**src/hw/tcc_pkg.sv**
```systemverilog
// Function
// - Sixteen-bit up-counter, free-running or modulo, is the common time base.
// - Modulo register pair sets the counter's terminal count.
// - Reading the counter never disturbs counting.
// - Each channel is independently input capture or output compare, except channel 1 while linked.
// - Three-bit prescale select picks one of seven bus-clock derived counter rates.
// - Capture copies the counter into the channel value on the selected edge.
// - Capture updates the value whether or not the channel flag is set.
// - Capture or compare sets the channel flag; interrupt only when enabled.
// - Captured count appears five bus cycles after the qualifying edge.
// - Reset leaves the channel value registers unchanged.
// - Counter equal to compare value sets, clears or toggles the pin.
// - Channel 0 buffer mode links both channels onto pin 0; channel 0 first.
// - In linked mode each overflow hands control to the last written channel.
// - Linked: channel 0 control governs, channel 1 control unused, pin 1 released.
// - Toggle-on-wrap toggles the pin when the counter reaches the modulo value.
// - Pulse width is overflow to compare; clear for high, set for low pulse.
// - Counter runs zero through modulo inclusive; modulo 255 gives 256 ticks.
// - Overflow flag sets on reaching modulo; interrupt only when enabled.
// - Without toggle-on-wrap, overflow leaves the pin alone.
// - Mode 01 compare, 1x buffered; edge select 10 clears, 11 sets.
// - Buffer mode bit takes precedence over the single mode bit.
package tcc_pkg;

    localparam int TCC_CNT_W = 16;
    localparam int TCC_DIV_W = 6;

    // -----------------------------------------------------------------
    // Register byte offsets
    // -----------------------------------------------------------------
    localparam logic [4:0] TCC_REG_CTRL    = 5'h00;
    localparam logic [4:0] TCC_REG_COUNT   = 5'h04;
    localparam logic [4:0] TCC_REG_MODULO  = 5'h08;
    localparam logic [4:0] TCC_REG_CH0_SC  = 5'h0C;
    localparam logic [4:0] TCC_REG_CH0_VAL = 5'h10;
    localparam logic [4:0] TCC_REG_CH1_SC  = 5'h14;
    localparam logic [4:0] TCC_REG_CH1_VAL = 5'h18;

    // -----------------------------------------------------------------
    // Field positions
    // -----------------------------------------------------------------
    localparam int TCC_CTL_PS   = 0;
    localparam int TCC_CTL_STOP = 4;
    localparam int TCC_CTL_CLR  = 5;
    localparam int TCC_CTL_OVIE = 6;
    localparam int TCC_CTL_OVF  = 7;
    localparam int TCC_SC_TOV   = 0;
    localparam int TCC_SC_ELS   = 2;
    localparam int TCC_SC_MODE  = 4;
    localparam int TCC_SC_IE    = 6;
    localparam int TCC_SC_FLAG  = 7;

    // -----------------------------------------------------------------
    // Reset values and limits
    // -----------------------------------------------------------------
    localparam logic [15:0] TCC_MOD_RST  = 16'hFFFF;
    localparam logic [2:0]  TCC_PS_RST   = 3'h0;
    localparam logic [2:0]  TCC_PS_MAX   = 3'h6;
    localparam logic        TCC_STOP_RST = 1'b1;

    typedef enum logic [1:0] {
        TCC_MODE_CAP  = 2'b00,
        TCC_MODE_CMP  = 2'b01,
        TCC_MODE_BUF  = 2'b10,
        TCC_MODE_BUF2 = 2'b11
    } tcc_mode_t;

    // Capture reads bit 0 as rising, bit 1 as falling
    typedef enum logic [1:0] {
        TCC_ELS_OFF = 2'b00,
        TCC_ELS_TOG = 2'b01,
        TCC_ELS_CLR = 2'b10,
        TCC_ELS_SET = 2'b11
    } tcc_els_t;

    typedef struct packed {
        logic      ie;
        tcc_mode_t mode;
        tcc_els_t  els;
        logic      tov;
    } tcc_chan_ctl_t;

    localparam tcc_chan_ctl_t TCC_CHAN_RST = '{1'b0, TCC_MODE_CAP, TCC_ELS_OFF, 1'b0};

endpackage

```
**src/hw/tcc_pin_sync.sv**
```systemverilog
`timescale 1ns/1ps
module tcc_pin_sync (
    input  wire logic clock,
    input  wire logic srst,
    input  wire logic pin,
    output logic      rise,
    output logic      fall
);
    logic s1_r;
    logic s2_r;
    logic s3_r;
    logic lvl_r;
    logic rise_r;
    logic fall_r;

    always_ff @(posedge clock)
    begin
        s1_r <= pin;
        s2_r <= s1_r;
        s3_r <= s2_r;
    end

    // Change is accepted only once two stages agree
    always_ff @(posedge clock)
    begin
        if (srst)
        begin
            lvl_r  <= 1'b0;
            rise_r <= 1'b0;
            fall_r <= 1'b0;
        end
        else
        begin
            rise_r <= (s2_r == s3_r) && (s3_r != lvl_r) && s3_r;
            fall_r <= (s2_r == s3_r) && (s3_r != lvl_r) && !s3_r;
            if (s2_r == s3_r)
            begin
                lvl_r <= s3_r;
            end
        end
    end

    assign rise = rise_r;
    assign fall = fall_r;
endmodule

```
**src/hw/tcc_prescale.sv**
```systemverilog
`timescale 1ns/1ps
module tcc_prescale #(
    parameter int DIV_W = tcc_pkg::TCC_DIV_W
) (
    input  wire logic       clock,
    input  wire logic       srst,
    input  wire logic       clear,
    input  wire logic       run,
    input  wire logic [2:0] sel,
    output logic            tick
);
    logic [2:0]       sel_c;
    logic [DIV_W-1:0] mask;
    logic [DIV_W-1:0] div_r;
    logic             tick_r;

    // Select 7 has no rate of its own and repeats the slowest
    always_comb
    begin
        sel_c = (sel > tcc_pkg::TCC_PS_MAX) ? tcc_pkg::TCC_PS_MAX : sel;
        mask  = DIV_W'((1 << sel_c) - 1);
    end

    always_ff @(posedge clock)
    begin
        if (srst || clear)
        begin
            div_r  <= '0;
            tick_r <= 1'b0;
        end
        else
        begin
            tick_r <= run && ((div_r & mask) == mask);
            if (run)
            begin
                div_r <= div_r + 1'b1;
            end
        end
    end

    assign tick = tick_r;
endmodule

```
**src/hw/tcc_timer.sv**
```systemverilog
`timescale 1ns/1ps
module tcc_timer (
    input  wire logic        clock,
    input  wire logic        srst,
    input  wire logic [4:0]  avs_address,
    input  wire logic        avs_read,
    input  wire logic        avs_write,
    input  wire logic [31:0] avs_writedata,
    input  wire logic [3:0]  avs_byteenable,
    output logic [31:0]      avs_readdata,
    output logic             avs_waitrequest,
    input  wire logic        chan0_pin_in,
    output logic             chan0_pin_out,
    output logic             chan0_pin_oe_n,
    input  wire logic        chan1_pin_in,
    output logic             chan1_pin_out,
    output logic             chan1_pin_oe_n,
    output logic             ovf_irq,
    output logic             chan0_irq,
    output logic             chan1_irq
);
    // -----------------------------------------------------------------
    // State
    // -----------------------------------------------------------------
    logic [2:0]                  ps_r;
    logic                        stop_r;
    logic                        ovie_r;
    logic                        ovf_flag_r;
    logic [15:0]                 count_r;
    logic [15:0]                 modulo_r;
    tcc_pkg::tcc_chan_ctl_t      ch_ctl_r [2];
    logic [15:0]                 ch_val_r [2];
    logic [1:0]                  ch_flag_r;
    logic [1:0]                  pin_out_r;
    logic [1:0]                  pin_oe_n_r;
    logic [1:0]                  ch_irq_r;
    logic                        ovf_irq_r;
    logic                        active_r;
    logic                        last_wr_r;
    logic                        wait_r;
    logic [31:0]                 rdata_r;

    logic                        grant;
    logic                        wr_en;
    logic                        cnt_clr;
    logic                        tick;
    logic [15:0]                 cnt_nxt;
    logic                        reach;
    logic                        linked;
    logic [1:0]                  rise;
    logic [1:0]                  fall;
    logic [1:0]                  cmp_mode;
    logic [1:0]                  cap_ev;
    logic [1:0]                  cmp_hit;
    logic [1:0]                  wr_sc;
    logic [1:0]                  wr_val;
    logic [15:0]                 cmp_val [2];
    logic [31:0]                 rd_mux;

    function automatic logic [15:0] merge16(
        input logic [15:0] old,
        input logic [31:0] wd,
        input logic [3:0]  be
    );
        merge16 = {be[1] ? wd[15:8] : old[15:8], be[0] ? wd[7:0] : old[7:0]};
    endfunction

    // -----------------------------------------------------------------
    // Pin synchronisers and prescaler
    // -----------------------------------------------------------------
    tcc_pin_sync u_sync0 (
        .clock (clock),
        .srst  (srst),
        .pin   (chan0_pin_in),
        .rise  (rise[0]),
        .fall  (fall[0])
    );

    tcc_pin_sync u_sync1 (
        .clock (clock),
        .srst  (srst),
        .pin   (chan1_pin_in),
        .rise  (rise[1]),
        .fall  (fall[1])
    );

    tcc_prescale #(
        .DIV_W (tcc_pkg::TCC_DIV_W)
    ) u_pre (
        .clock (clock),
        .srst  (srst),
        .clear (cnt_clr),
        .run   (!stop_r),
        .sel   (ps_r),
        .tick  (tick)
    );

    // -----------------------------------------------------------------
    // Bus decode
    // -----------------------------------------------------------------
    always_comb
    begin
        grant   = (avs_read || avs_write) && wait_r;
        wr_en   = grant && avs_write;
        cnt_clr = wr_en && avs_address == tcc_pkg::TCC_REG_CTRL && avs_byteenable[0]
                  && avs_writedata[tcc_pkg::TCC_CTL_CLR];
        wr_sc[0]  = wr_en && avs_address == tcc_pkg::TCC_REG_CH0_SC && avs_byteenable[0];
        wr_sc[1]  = wr_en && avs_address == tcc_pkg::TCC_REG_CH1_SC && avs_byteenable[0];
        wr_val[0] = wr_en && avs_address == tcc_pkg::TCC_REG_CH0_VAL;
        wr_val[1] = wr_en && avs_address == tcc_pkg::TCC_REG_CH1_VAL;
    end

    // Counter read is a plain mux tap, no side effect
    always_comb
    begin
        rd_mux = '0;
        case (avs_address)
            tcc_pkg::TCC_REG_CTRL:
                rd_mux[7:0] = {ovf_flag_r, ovie_r, 1'b0, stop_r, 1'b0, ps_r};
            tcc_pkg::TCC_REG_COUNT:   rd_mux[15:0] = count_r;
            tcc_pkg::TCC_REG_MODULO:  rd_mux[15:0] = modulo_r;
            tcc_pkg::TCC_REG_CH0_SC:
                rd_mux[7:0] = {ch_flag_r[0], ch_ctl_r[0].ie, ch_ctl_r[0].mode,
                               ch_ctl_r[0].els, 1'b0, ch_ctl_r[0].tov};
            tcc_pkg::TCC_REG_CH0_VAL: rd_mux[15:0] = ch_val_r[0];
            tcc_pkg::TCC_REG_CH1_SC:
                rd_mux[7:0] = {ch_flag_r[1], ch_ctl_r[1].ie, ch_ctl_r[1].mode,
                               ch_ctl_r[1].els, 1'b0, ch_ctl_r[1].tov};
            tcc_pkg::TCC_REG_CH1_VAL: rd_mux[15:0] = ch_val_r[1];
            default:                  rd_mux = '0;
        endcase
    end

    // One wait cycle, then a one-cycle acknowledge
    always_ff @(posedge clock)
    begin
        if (srst)
        begin
            wait_r  <= 1'b1;
            rdata_r <= '0;
        end
        else
        begin
            wait_r <= !grant;
            if (grant && avs_read)
            begin
                rdata_r <= rd_mux;
            end
        end
    end

    // -----------------------------------------------------------------
    // Control registers
    // -----------------------------------------------------------------
    always_ff @(posedge clock)
    begin
        if (srst)
        begin
            ps_r     <= tcc_pkg::TCC_PS_RST;
            stop_r   <= tcc_pkg::TCC_STOP_RST;
            ovie_r   <= 1'b0;
            modulo_r <= tcc_pkg::TCC_MOD_RST;
        end
        else
        begin
            if (wr_en && avs_address == tcc_pkg::TCC_REG_CTRL && avs_byteenable[0])
            begin
                ps_r   <= avs_writedata[tcc_pkg::TCC_CTL_PS +: 3];
                stop_r <= avs_writedata[tcc_pkg::TCC_CTL_STOP];
                ovie_r <= avs_writedata[tcc_pkg::TCC_CTL_OVIE];
            end
            if (wr_en && avs_address == tcc_pkg::TCC_REG_MODULO)
            begin
                modulo_r <= merge16(modulo_r, avs_writedata, avs_byteenable);
            end
        end
    end

    always_ff @(posedge clock)
    begin
        for (int i = 0; i < 2; i++)
        begin
            if (srst)
            begin
                ch_ctl_r[i] <= tcc_pkg::TCC_CHAN_RST;
            end
            else if (wr_sc[i])
            begin
                ch_ctl_r[i].ie   <= avs_writedata[tcc_pkg::TCC_SC_IE];
                ch_ctl_r[i].mode <= tcc_pkg::tcc_mode_t'(avs_writedata[tcc_pkg::TCC_SC_MODE +: 2]);
                ch_ctl_r[i].els  <= tcc_pkg::tcc_els_t'(avs_writedata[tcc_pkg::TCC_SC_ELS +: 2]);
                ch_ctl_r[i].tov  <= avs_writedata[tcc_pkg::TCC_SC_TOV];
            end
        end
    end

    // -----------------------------------------------------------------
    // Counter
    // -----------------------------------------------------------------
    always_comb
    begin
        cnt_nxt = (count_r == modulo_r) ? '0 : count_r + 16'h0001;
        reach   = tick && (cnt_nxt == modulo_r);
    end

    always_ff @(posedge clock)
    begin
        if (srst || cnt_clr)
        begin
            count_r <= '0;
        end
        else if (tick)
        begin
            count_r <= cnt_nxt;
        end
    end

    always_ff @(posedge clock)
    begin
        if (srst)
        begin
            ovf_flag_r <= 1'b0;
        end
        else if (reach)
        begin
            ovf_flag_r <= 1'b1;
        end
        else if (wr_en && avs_address == tcc_pkg::TCC_REG_CTRL && avs_byteenable[0]
                 && avs_writedata[tcc_pkg::TCC_CTL_OVF])
        begin
            ovf_flag_r <= 1'b0;
        end
    end

    // -----------------------------------------------------------------
    // Channel decode
    // -----------------------------------------------------------------
    always_comb
    begin
        linked     = ch_ctl_r[0].mode[1];
        cmp_val[0] = (linked && active_r) ? ch_val_r[1] : ch_val_r[0];
        cmp_val[1] = ch_val_r[1];
        for (int i = 0; i < 2; i++)
        begin
            cmp_mode[i] = (ch_ctl_r[i].mode != tcc_pkg::TCC_MODE_CAP) && !(i == 1 && linked);
            cap_ev[i]   = (ch_ctl_r[i].mode == tcc_pkg::TCC_MODE_CAP) && !(i == 1 && linked)
                          && ((ch_ctl_r[i].els[0] && rise[i]) || (ch_ctl_r[i].els[1] && fall[i]));
            cmp_hit[i]  = tick && cmp_mode[i] && (cnt_nxt == cmp_val[i]);
        end
    end

    // Value registers keep their content across reset
    always_ff @(posedge clock)
    begin
        for (int i = 0; i < 2; i++)
        begin
            if (cap_ev[i])
            begin
                ch_val_r[i] <= count_r;
            end
            else if (wr_val[i])
            begin
                ch_val_r[i] <= merge16(ch_val_r[i], avs_writedata, avs_byteenable);
            end
        end
    end

    // Hardware set beats a same-cycle software clear
    always_ff @(posedge clock)
    begin
        for (int i = 0; i < 2; i++)
        begin
            if (srst)
            begin
                ch_flag_r[i] <= 1'b0;
            end
            else if (cap_ev[i] || cmp_hit[i])
            begin
                ch_flag_r[i] <= 1'b1;
            end
            else if (wr_sc[i] && avs_writedata[tcc_pkg::TCC_SC_FLAG])
            begin
                ch_flag_r[i] <= 1'b0;
            end
        end
    end

    // -----------------------------------------------------------------
    // Buffered pair selection
    // -----------------------------------------------------------------
    always_ff @(posedge clock)
    begin
        if (srst)
        begin
            last_wr_r <= 1'b0;
        end
        else if (wr_val[0])
        begin
            last_wr_r <= 1'b0;
        end
        else if (wr_val[1])
        begin
            last_wr_r <= 1'b1;
        end
    end

    always_ff @(posedge clock)
    begin
        if (srst || !linked)
        begin
            active_r <= 1'b0;
        end
        else if (reach)
        begin
            active_r <= last_wr_r;
        end
    end

    // -----------------------------------------------------------------
    // Pin drivers
    // -----------------------------------------------------------------
    // Compare wins over a coinciding wrap toggle
    always_ff @(posedge clock)
    begin
        for (int i = 0; i < 2; i++)
        begin
            if (srst)
            begin
                pin_out_r[i]  <= 1'b0;
                pin_oe_n_r[i] <= 1'b1;
            end
            else
            begin
                pin_oe_n_r[i] <= !(cmp_mode[i] && ch_ctl_r[i].els != tcc_pkg::TCC_ELS_OFF);
                if (cmp_hit[i])
                begin
                    case (ch_ctl_r[i].els)
                        tcc_pkg::TCC_ELS_TOG: pin_out_r[i] <= !pin_out_r[i];
                        tcc_pkg::TCC_ELS_CLR: pin_out_r[i] <= 1'b0;
                        tcc_pkg::TCC_ELS_SET: pin_out_r[i] <= 1'b1;
                        default:              pin_out_r[i] <= pin_out_r[i];
                    endcase
                end
                else if (reach && cmp_mode[i] && ch_ctl_r[i].tov)
                begin
                    pin_out_r[i] <= !pin_out_r[i];
                end
            end
        end
    end

    always_ff @(posedge clock)
    begin
        if (srst)
        begin
            ovf_irq_r <= 1'b0;
            ch_irq_r  <= '0;
        end
        else
        begin
            ovf_irq_r <= ovf_flag_r && ovie_r;
            for (int i = 0; i < 2; i++)
            begin
                ch_irq_r[i] <= ch_flag_r[i] && ch_ctl_r[i].ie;
            end
        end
    end

    assign avs_readdata    = rdata_r;
    assign avs_waitrequest = wait_r;
    assign chan0_pin_out   = pin_out_r[0];
    assign chan0_pin_oe_n  = pin_oe_n_r[0];
    assign chan1_pin_out   = pin_out_r[1];
    assign chan1_pin_oe_n  = pin_oe_n_r[1];
    assign ovf_irq         = ovf_irq_r;
    assign chan0_irq       = ch_irq_r[0];
    assign chan1_irq       = ch_irq_r[1];
endmodule

```
**config.mk**
```make
export PLATFORM = sky130hd
export DESIGN_NAME = tcc_timer
export DESIGN_NICKNAME = d
export VERILOG_FILES = /design/src/hw/tcc_pkg.sv /design/src/hw/tcc_pin_sync.sv /design/src/hw/tcc_prescale.sv /design/src/hw/tcc_timer.sv
export SDC_FILE = /design/constraint.sdc
export NUM_CORES = 1
export LEC_CHECK = 0
export BUFFER_PORTS_ARGS = -buffer_cell sky130_fd_sc_hd__buf_2
export CAP_MARGIN = 15
export CORE_MARGIN = 2
export CORE_UTILIZATION = 41
export CTS_CLUSTER_DIAMETER = 120
export CTS_CLUSTER_SIZE = 12
export DETAILED_ROUTE_END_ITERATION = 8
export PLACE_DENSITY = 0.69
export SLEW_MARGIN = 40
export SYNTH_ARGS = -nofsm -noshare
export SYNTH_HDL_FRONTEND = slang
export SYNTH_SLANG_ARGS = --single-unit
```
**constraint.sdc**
```tcl
create_clock -name clock -period 3.6 [get_ports clock]
set_clock_uncertainty 0.15 [all_clocks]
set_input_delay 0.18 -clock clock [delete_from_list [all_inputs] [get_ports clock]]
set_output_delay 0.18 -clock clock [all_outputs]
set_load 0.01 [all_outputs]
```
==> summary.txt, run 1 <==
Logic synthesis
  – Post-synthesis xor/xnor area fraction: 0.0544
  – Synth top area share: 0.221
  – Adder-Cell Fraction of Synth Area: 0.00650
  – Top-count cell post-synth: nor2_1
  – Synth top cells by count: 90 x nor2_1, 85 x dfxtp_1, 62 x nand2_1, 51 x mux2i_1, 44 x edfxtp_1
  – Sequential element share of the synthesized area: 0.392
  – Compound-Gate Fraction of Synth Area: 0.151
  – Synth Area per Inst: 9.07 sq um
  – Synth area leader: dfxtp_1
  – Gate Count Post-Synth: 849
  – Post-synthesis sequential element count: 129
  – Async SR Flop Fraction: 0
  – Top post-synthesis cells by area: dfxtp_1 22%, edfxtp_1 17%, mux2i_1 6.6%
  – Largest family of logic cells by synthesized area: simple AND/OR/NAND/NOR gates
  – Library cells used by synthesis: 72
  – Post-synth EDFFs: 44
  – Yosys warnings: 0
  – Post-Synth Simple-Gate Area: 0.214
  – Synthesized area: 7700 sq um
  – Mux contribution to synthesized area: 0.125
  – Primary FF master, synth: dfxtp_1

Clock network
  – CTS Buf Count: 17
  – Clock sinks: 129
  – Max Root-Sink Buffers: 2
  – Clk Latency, worst-skew pair: 0.44 ns
  – Worst-path clk slew: 0.07 ns
  – CTS tree: yes
  – CTS root buf: clkbuf_16
  – Htree depth: 4

Floorplanning
  – Die X: 141 microns
  – Die area: 19900 sq um
  – Initial Utilization: 0.415
  – Core Region: 18600 sq um
  – IO Pins: 87
  – Row cnt: 50
  – Overall die height: 141 microns

Routing
  – Top Metal Used: met4
  – Antenna-violating nets left: 0
  – Length of routed met2 wiring: 11.3 mm
  – Vias: 7226
  – DRT iter0 DRCs: 817
  – M1 WL: 10.1 mm
  – # DRC: 0
  – Routed wire length: 24.2 mm
  – Metal3 WL: 1.85 mm
  – Vias per Instance: 6.01
  – Routed length per instance: 20.1 microns
  – Total iterations of the first detailed-routing run: 6

STA
  – Fmax: 0.291 GHz
  – Period utilisation layout: 0.954
  – RSZ-0062 raised after global routing: no
  – Hold Worst Slack: 0.0525 ns
  – Final Critical Period: 3.44 ns
  – Setup_tns: 0 ns
  – Worst-Margin Slew: 0.720 ns
  – Fin. max-slew vios: 0
  – # setup viols final: 0
  – Slew headroom: 0.520
  – Final Hold Vio Count: 0

Worst setup path
  – Largest stage delay on the critical path: 0.61 ns
  – Worst EP required: 3.80 ns
  – Cell family with most CP delay: simple AND/OR/NAND/NOR gates
  – CP Capture Type: flop
  – CP max FO: 6
  – Crit start category: flop
  – Slowest-stage cell, CP: or4b_1
  – Setup CP Type: flop to flop
  – Worst path arrival time: 3.64 ns
  – Bufs and invs on worst path: 1
  – CP cell instances: buf_4 > and4_1 > nand4_1 > a2111o_1 > a31oi_1 > o32ai_1 > or4b_1 > nor3_2 > o211ai_1 > a31oi_1
  – Cell mode on critical path: a31oi_1

Layout
  – Synthesis-to-layout area growth: 20.7%
  – Nets: 1007
  – # diodes: 0
  – Number of fill cells: 1724
  – Share of cells above drive strength 1: 0.220
  – Final core occ: 0.500

Global route
  – Vias in the first global route: 7018
  – First-pass GRT wire length: 38.4 mm
  – GRT overflow: 0
  – Largest net degree at the start of global routing: 39
  – Gr usage total: 0.249
  – Initial antenna violation count: 0

Power
  – Max VDD drop: 244 uV
  – Leak: 3.64 nW
  – Total Power: 0.00342 W
  – Pwr Density: 368 nW/um^2

Place
  – Port Buffers: 52
  – GP Congestion: 0.981
  – Final HPWL DP: 17.4 mm

Run status
  – Status: complete, no violations

Worst hold path
  – Hold crit path type: input pin to flop

Job
  – Max-cap violations: 0
worst register-to-register path, delay by kind of cell, from the launching register on:
kind                   cells  cell delay (ns)
AOI/OAI and AO/OA          5             1.16
buffers and inverters      1             0.17
DFF                        1             0.38
and+or+nand+nor            4             1.50
flip-flops by register name (all words and copies together) (netlist names), 2 cells and up:
signal and flops:
ch_val_r 32, pin_oe_n_r 2, pin_out_r 2, ch_flag_r 2, ps_r 3, avs_readdata 16
u_pre.div_r 6, ch_irq_r 2, count_r 16, ch_ctl_r 12, modulo_r 16
where the power goes:
part           switching [W]  leakage, nW  internal, W  total [W]
logic               0.000111         2.24    0.0000638   0.000175
clock network       0.000709        0.283      0.00101    0.00172
registers          0.0000168         1.11      0.00152    0.00153
total               0.000837         3.64      0.00259    0.00342
layout make-up:
class,instances,area (sq um),share of cell area
repair buffers,149,1040,0.112
inverters,13,48.8,0.00525
flip-flops and latches,129,3020,0.325
well taps,234,293,0.0315
clock buffers,20,458,0.0492
clock inverters,12,124,0.0133
multi-input cells,646,4310,0.464
cells by family after synthesis:
logic type | Yosys count
AO/OA/AOI/OAI | 177
XOR/XNOR | 43
adder cells (fa/ha/maj) | 4
buffers and inverters | 89
flip-flops | 129
multiplexers | 91
other | 1
AND/OR/NAND/NOR | 315
metal layers:
metal	up-vias	global-route usage
li1	3324	-
met1	3465	0.327
met2	378	0.401
met3	59	0.0411
met4	0	0.119
met5	-	0
worst paths after layout:
kind / slack (ns) / startpoint / endpoint / cells past startpoint
hold / removal: 0.05 / avs_write / last_wr_r / 5
hold reg to reg: 0.18 / u_sync1.s1_r / u_sync1.s2_r / 0
setup / recovery: 0.16 / count_r[0] / pin_out_r[1] / 10
setup reg to reg: 0.16 / count_r[0] / pin_out_r[1] / 10
metrics by stage:
step           cells  cell area (sq um)  setup WS, ns
2_1_floorplan    864               7760         0.473
3_3_place_gp    1149               8490        0.0599
3_5_place_dp    1149               8490        0.0263
4_1_cts         1201               9270       0.00234
5_1_grt         1203               9300        0.0557
6_report        1203               9300         0.165
placed cells by master, fill, tap and decap left out, drive strengths merged, types with 6 or more instances in the layout:
cell type	n
buf	129
nor2	90
dfxtp	85
nand2	62
mux2i	51
edfxtp	44
o21ai	42
mux2	40
a21oi	39
xnor2	29
nor3	23
a22oi	21
nand3	20
nand4	20
dlygate4sd3	20
clkbuf	20
and3	17
inv	17
conb	16
and2	15
nor4	13
o22ai	12
xor2	12
a32oi	11
a211oi	8
or3	7
nor3b	7
nor2b	6
a31oi	6
clkinv	6
timing repair:
action,in CTS,in global routing
setup buffers,0,2
setup endpoints to repair,0,3
hold buffers,20,0
resized for setup,0,5
hold endpoints to repair,46,0
Note: power is estimated with default switching activity, not from simulation.
==> run 2, diff against run 1 <==
--- a/config.mk
+++ b/config.mk
@@ -8,12 +8,13 @@
 export BUFFER_PORTS_ARGS = -buffer_cell sky130_fd_sc_hd__buf_2
 export CAP_MARGIN = 15
 export CORE_MARGIN = 2
-export CORE_UTILIZATION = 41
+export CORE_UTILIZATION = 60
 export CTS_CLUSTER_DIAMETER = 120
 export CTS_CLUSTER_SIZE = 12
 export DETAILED_ROUTE_END_ITERATION = 8
-export PLACE_DENSITY = 0.69
+export PLACE_DENSITY = 0.91
 export SLEW_MARGIN = 40
 export SYNTH_ARGS = -nofsm -noshare
 export SYNTH_HDL_FRONTEND = slang
+export SYNTH_HIERARCHICAL = 1
 export SYNTH_SLANG_ARGS = --single-unit
==> summary.txt, run 2 <==
Logic synthesis
  – Synthesized area: 7930 sq um (was 7700 sq um)
  – Top-count cell post-synth: nand2_1 (was nor2_1)
  – Post-synth EDFFs: 44 (unchanged)
  – Synth Area per Inst: 9.05 sq um (was 9.07 sq um)
  – Top post-synthesis cells by area: dfxtp_1 21%, edfxtp_1 17%, mux2i_1 5.2% (was dfxtp_1 22%, edfxtp_1 17%, mux2i_1 6.6%)
  – Synth area leader: dfxtp_1 (unchanged)
  – Post-synthesis sequential element count: 129 (unchanged)
  – Async SR Flop Fraction: 0 (unchanged)
  – Library cells used by synthesis: 81 (was 72)
  – Sequential element share of the synthesized area: 0.381 (was 0.392)
  – Synth top cells by count: 104 x nand2_1, 85 x dfxtp_1, 67 x nor2_1, 44 x edfxtp_1, 43 x a21oi_1 (was 90 x nor2_1, 85 x dfxtp_1, 62 x nand2_1, 51 x mux2i_1, 44 x edfxtp_1)
  – Gate Count Post-Synth: 876 (was 849)
  – Primary FF master, synth: dfxtp_1 (unchanged)
  – Synth top area share: 0.215 (was 0.221)
  – Yosys warnings: 6 (was 0)

Worst setup path
  – Worst r2r src: count_r[1] (was count_r[0])
  – CP cell instances: ha_2 > nand3_2 > nor3_4 > xnor2_1 > or4b_1 > o311a_1 > nor4_2 > nand4_1 > or4_1 > nand3_1 (was buf_4 > and4_1 > nand4_1 > a2111o_1 > a31oi_1 > o32ai_1 > or4b_1 > nor3_2 > o211ai_1 > a31oi_1)
  – Cell family with most CP delay: simple AND/OR/NAND/NOR gates (unchanged)
  – Largest stage delay on the critical path: 0.57 ns (was 0.61 ns)
  – Worst path depth: 10 (unchanged)
  – CP Capture Type: flop (unchanged)
  – Worst EP required: 3.83 ns (was 3.80 ns)
  – CP max FO: 7 (was 6)
  – Critical Path Start: count_r[1] (was count_r[0])
  – Setup CP Type: flop to flop (unchanged)
  – R2R Setup Slk: 0.06 ns (was 0.16 ns)
  – Worst path arrival time: 3.77 ns (was 3.64 ns)
  – Slowest-stage cell, CP: or4b_1 (unchanged)
  – Reg-to-Reg End: pin_out_r[0] (was pin_out_r[1])
  – Crit path capture: pin_out_r[0] (was pin_out_r[1])
  – R2R cell count: 10 (unchanged)
  – Bufs and invs on worst path: 0 (was 1)
  – Crit start category: flop (unchanged)

Global route
  – GRT overflow: 0 (unchanged)
  – Vias in the first global route: 7645 (was 7018)
  – Largest net degree at the start of global routing: 37 (was 39)
  – Initial antenna violation count: 0 (unchanged)
  – First-pass GRT wire length: 40.1 mm (was 38.4 mm)
  – Gr usage total: 0.364 (was 0.249)

Routing
  – Routed wire length: 25.7 mm (was 24.2 mm)
  – Antenna-violating nets left: 0 (unchanged)
  – DRT iter0 DRCs: 1442 (was 817)
  – Total iterations of the first detailed-routing run: 9 (was 6)
  – Routed length per instance: 22.0 microns (was 20.1 microns)
  – # DRC: 0 (unchanged)
  – Vias: 7965 (was 7226)
  – Vias per Instance: 6.81 (was 6.01)

Place
  – Final HPWL DP: 17.7 mm (was 17.4 mm)
  – DP Worst Slack: 0.145 ns (was 0.0263 ns)
  – Port Buffers: 52 (unchanged)
  – GP Congestion: 0.991 (was 0.981)

Power
  – Max VDD drop: 313 uV (was 244 uV)
  – Pwr Density: 362 nW/um^2 (was 368 nW/um^2)
  – Leak: 3.70 nW (was 3.64 nW)

Clock network
  – CTS root buf: clkbuf_16 (unchanged)
  – CTS tree: yes (unchanged)
  – Clk Latency, worst-skew pair: 0.44 ns (about the same)
  – CTS Buf Count: 17 (unchanged)
  – Clock sinks: 129 (unchanged)
  – Max Root-Sink Buffers: 2 (unchanged)
  – Worst-path clk slew: 0.06 ns (was 0.07 ns)
  – Htree depth: 4 (unchanged)

STA
  – # setup viols final: 0 (unchanged)
  – Slew headroom: 0.467 (was 0.520)
  – Period utilisation layout: 0.984 (was 0.954)
  – RSZ-0062 raised after global routing: yes (was no)
  – Fmax: 0.282 GHz (was 0.291 GHz)
  – Final Critical Period: 3.54 ns (was 3.44 ns)
  – Worst-Margin Slew: 0.797 ns (was 0.720 ns)
  – Final Hold Vio Count: 0 (unchanged)
  – Final setup margin: 0.0568 ns (was 0.165 ns)
  – Fin. max-slew vios: 0 (unchanged)

Run status
  – Status: complete, no violations (unchanged)

Layout
  – Largest Register: ch_val_r (unchanged)
  – Nets: 1031 (was 1007)
  – Number of fill cells: 884 (was 1724)
  – Most frequent cells in the layout: 104 x nand2_1, 83 x dfxtp_1, 72 x buf_4 (was 90 x nor2_1, 84 x dfxtp_1, 77 x buf_4)
  – Max FFs per register: 32 (unchanged)
  – Final core occ: 0.721 (was 0.500)
  – Synthesis-to-layout area growth: 18.9% (was 20.7%)
  – Share of cells above drive strength 1: 0.218 (was 0.220)
  – # diodes: 0 (unchanged)
  – Most common cell after layout, fill and taps aside: nand2_1 (was nor2_1)

Floorplanning
  – Initial Utilization: 0.606 (was 0.415)
  – Row cnt: 42 (was 50)
  – Overall die height: 119 microns (was 141 microns)
  – IO Pins: 87 (unchanged)
  – Die area: 14200 sq um (was 19900 sq um)
  – Core Region: 13100 sq um (was 18600 sq um)
  – Die X: 119 microns (was 141 microns)

Worst hold path
  – Hold crit path type: input pin to flop (unchanged)

Job
  – Max-cap violations: 0 (unchanged)
[run 2: changes by cell type after synthesis, moves of 6 or more]
cell / before / now
mux2_2: 39 / 29
nand2_1: 62 / 104
a32oi_1: 11 / 0
nor2_1: 90 / 67
a222oi_1: 0 / 12
nor3_1: 22 / 15
mux2i_1: 51 / 41
xnor2_1: 27 / 19
o22ai_1: 12 / 1
nand3_1: 20 / 26
xor2_1: 12 / 27
a41oi_1: 0 / 6
[run 2: metal layers]
metal  vias to the layer above  global-route usage  part of all wire
met5                         -                   0                 0
met4                         0               0.193             0.049
met3                       156               0.122              0.13
met2                       661               0.581              0.47
met1                      3708               0.436              0.36
li1                       3440                   -                 -
[run 2: worst min-delay path by stage]
stage          slack (ns)           end    startpoint  cells past startpoint
2_1_floorplan        0.06  u_sync0/s1_r  chan0_pin_in                      0
3_3_place_gp         0.13  u_sync0/s1_r  chan0_pin_in                      1
3_5_place_dp         0.14  u_sync1/s1_r  chan1_pin_in                      1
4_1_cts              0.03   modulo_r[0]          srst                      3
5_1_grt              0.08   modulo_r[0]          srst                      3
6_report             0.05   modulo_r[0]          srst                      3
[run 2: per-stage QoR]
step | instances | power [W] | instance area, sq um | hold WS (ns) | setup TNS, ns
6_report | 1169 | 0.00341 | 9430 | 0.0534 | 0
5_1_grt | 1169 | 0.00349 | 9430 | 0.0813 | -0.0582
4_1_cts | 1166 | 0.00340 | 9360 | 0.0251 | 0
3_5_place_dp | 1113 | 0.00171 | 8570 | 0.137 | 0
3_3_place_gp | 1113 | 0.00170 | 8570 | 0.132 | 0
2_1_floorplan | 891 | 0.00165 | 7990 | 0.0577 | 0
[run 2: report_power, final]
part / switching [W] / internal [W] / total, W / leakage, nW
logic: 0.000108 / 0.0000618 / 0.000170 / 2.31
registers: 0.0000199 / 0.00152 / 0.00154 / 1.11
clock network: 0.000704 / 0.000999 / 0.00170 / 0.281
[run 2: cell families (layout without fill, tap and decap cells)]
logic type                 count (synthesis)  after routing  share of synthesized area
DFF                                      129            129                      0.381
adders and majority gates                  4              4                    0.00631
and+or+nand+nor                          347            347                      0.236
buffers and inverters                     90            192                     0.0620
AOI/OAI and AO/OA                        183            183                      0.157
xor gates and xnor gates                  49             49                     0.0585
muxes                                     73             73                     0.0986
other                                      1             16                   0.000473
[run 2: what timing repair did]
action,in CTS,in global routing
hold buffers,21,0
gates resized for setup,0,12
hold endpoints to repair,61,0
buffers inserted,0,3
endpoints found under the setup margin,0,3
[run 2: tightest hold or removal path, stage by stage]
cell	delay [ns]
buf_2	0.10
inv_1	0.22
nand2_1	0.11
[run 2: cell type report]
type | count | area, sq um | share of cell area
clock inverter | 13 | 121 | 0.0129
timing repair buffer | 146 | 1030 | 0.109
tap | 176 | 220 | 0.0234
clock buffer | 19 | 454 | 0.0482
multi-input combinational | 672 | 4520 | 0.480
sequential | 129 | 3030 | 0.321
inverter | 14 | 52.6 | 0.00557
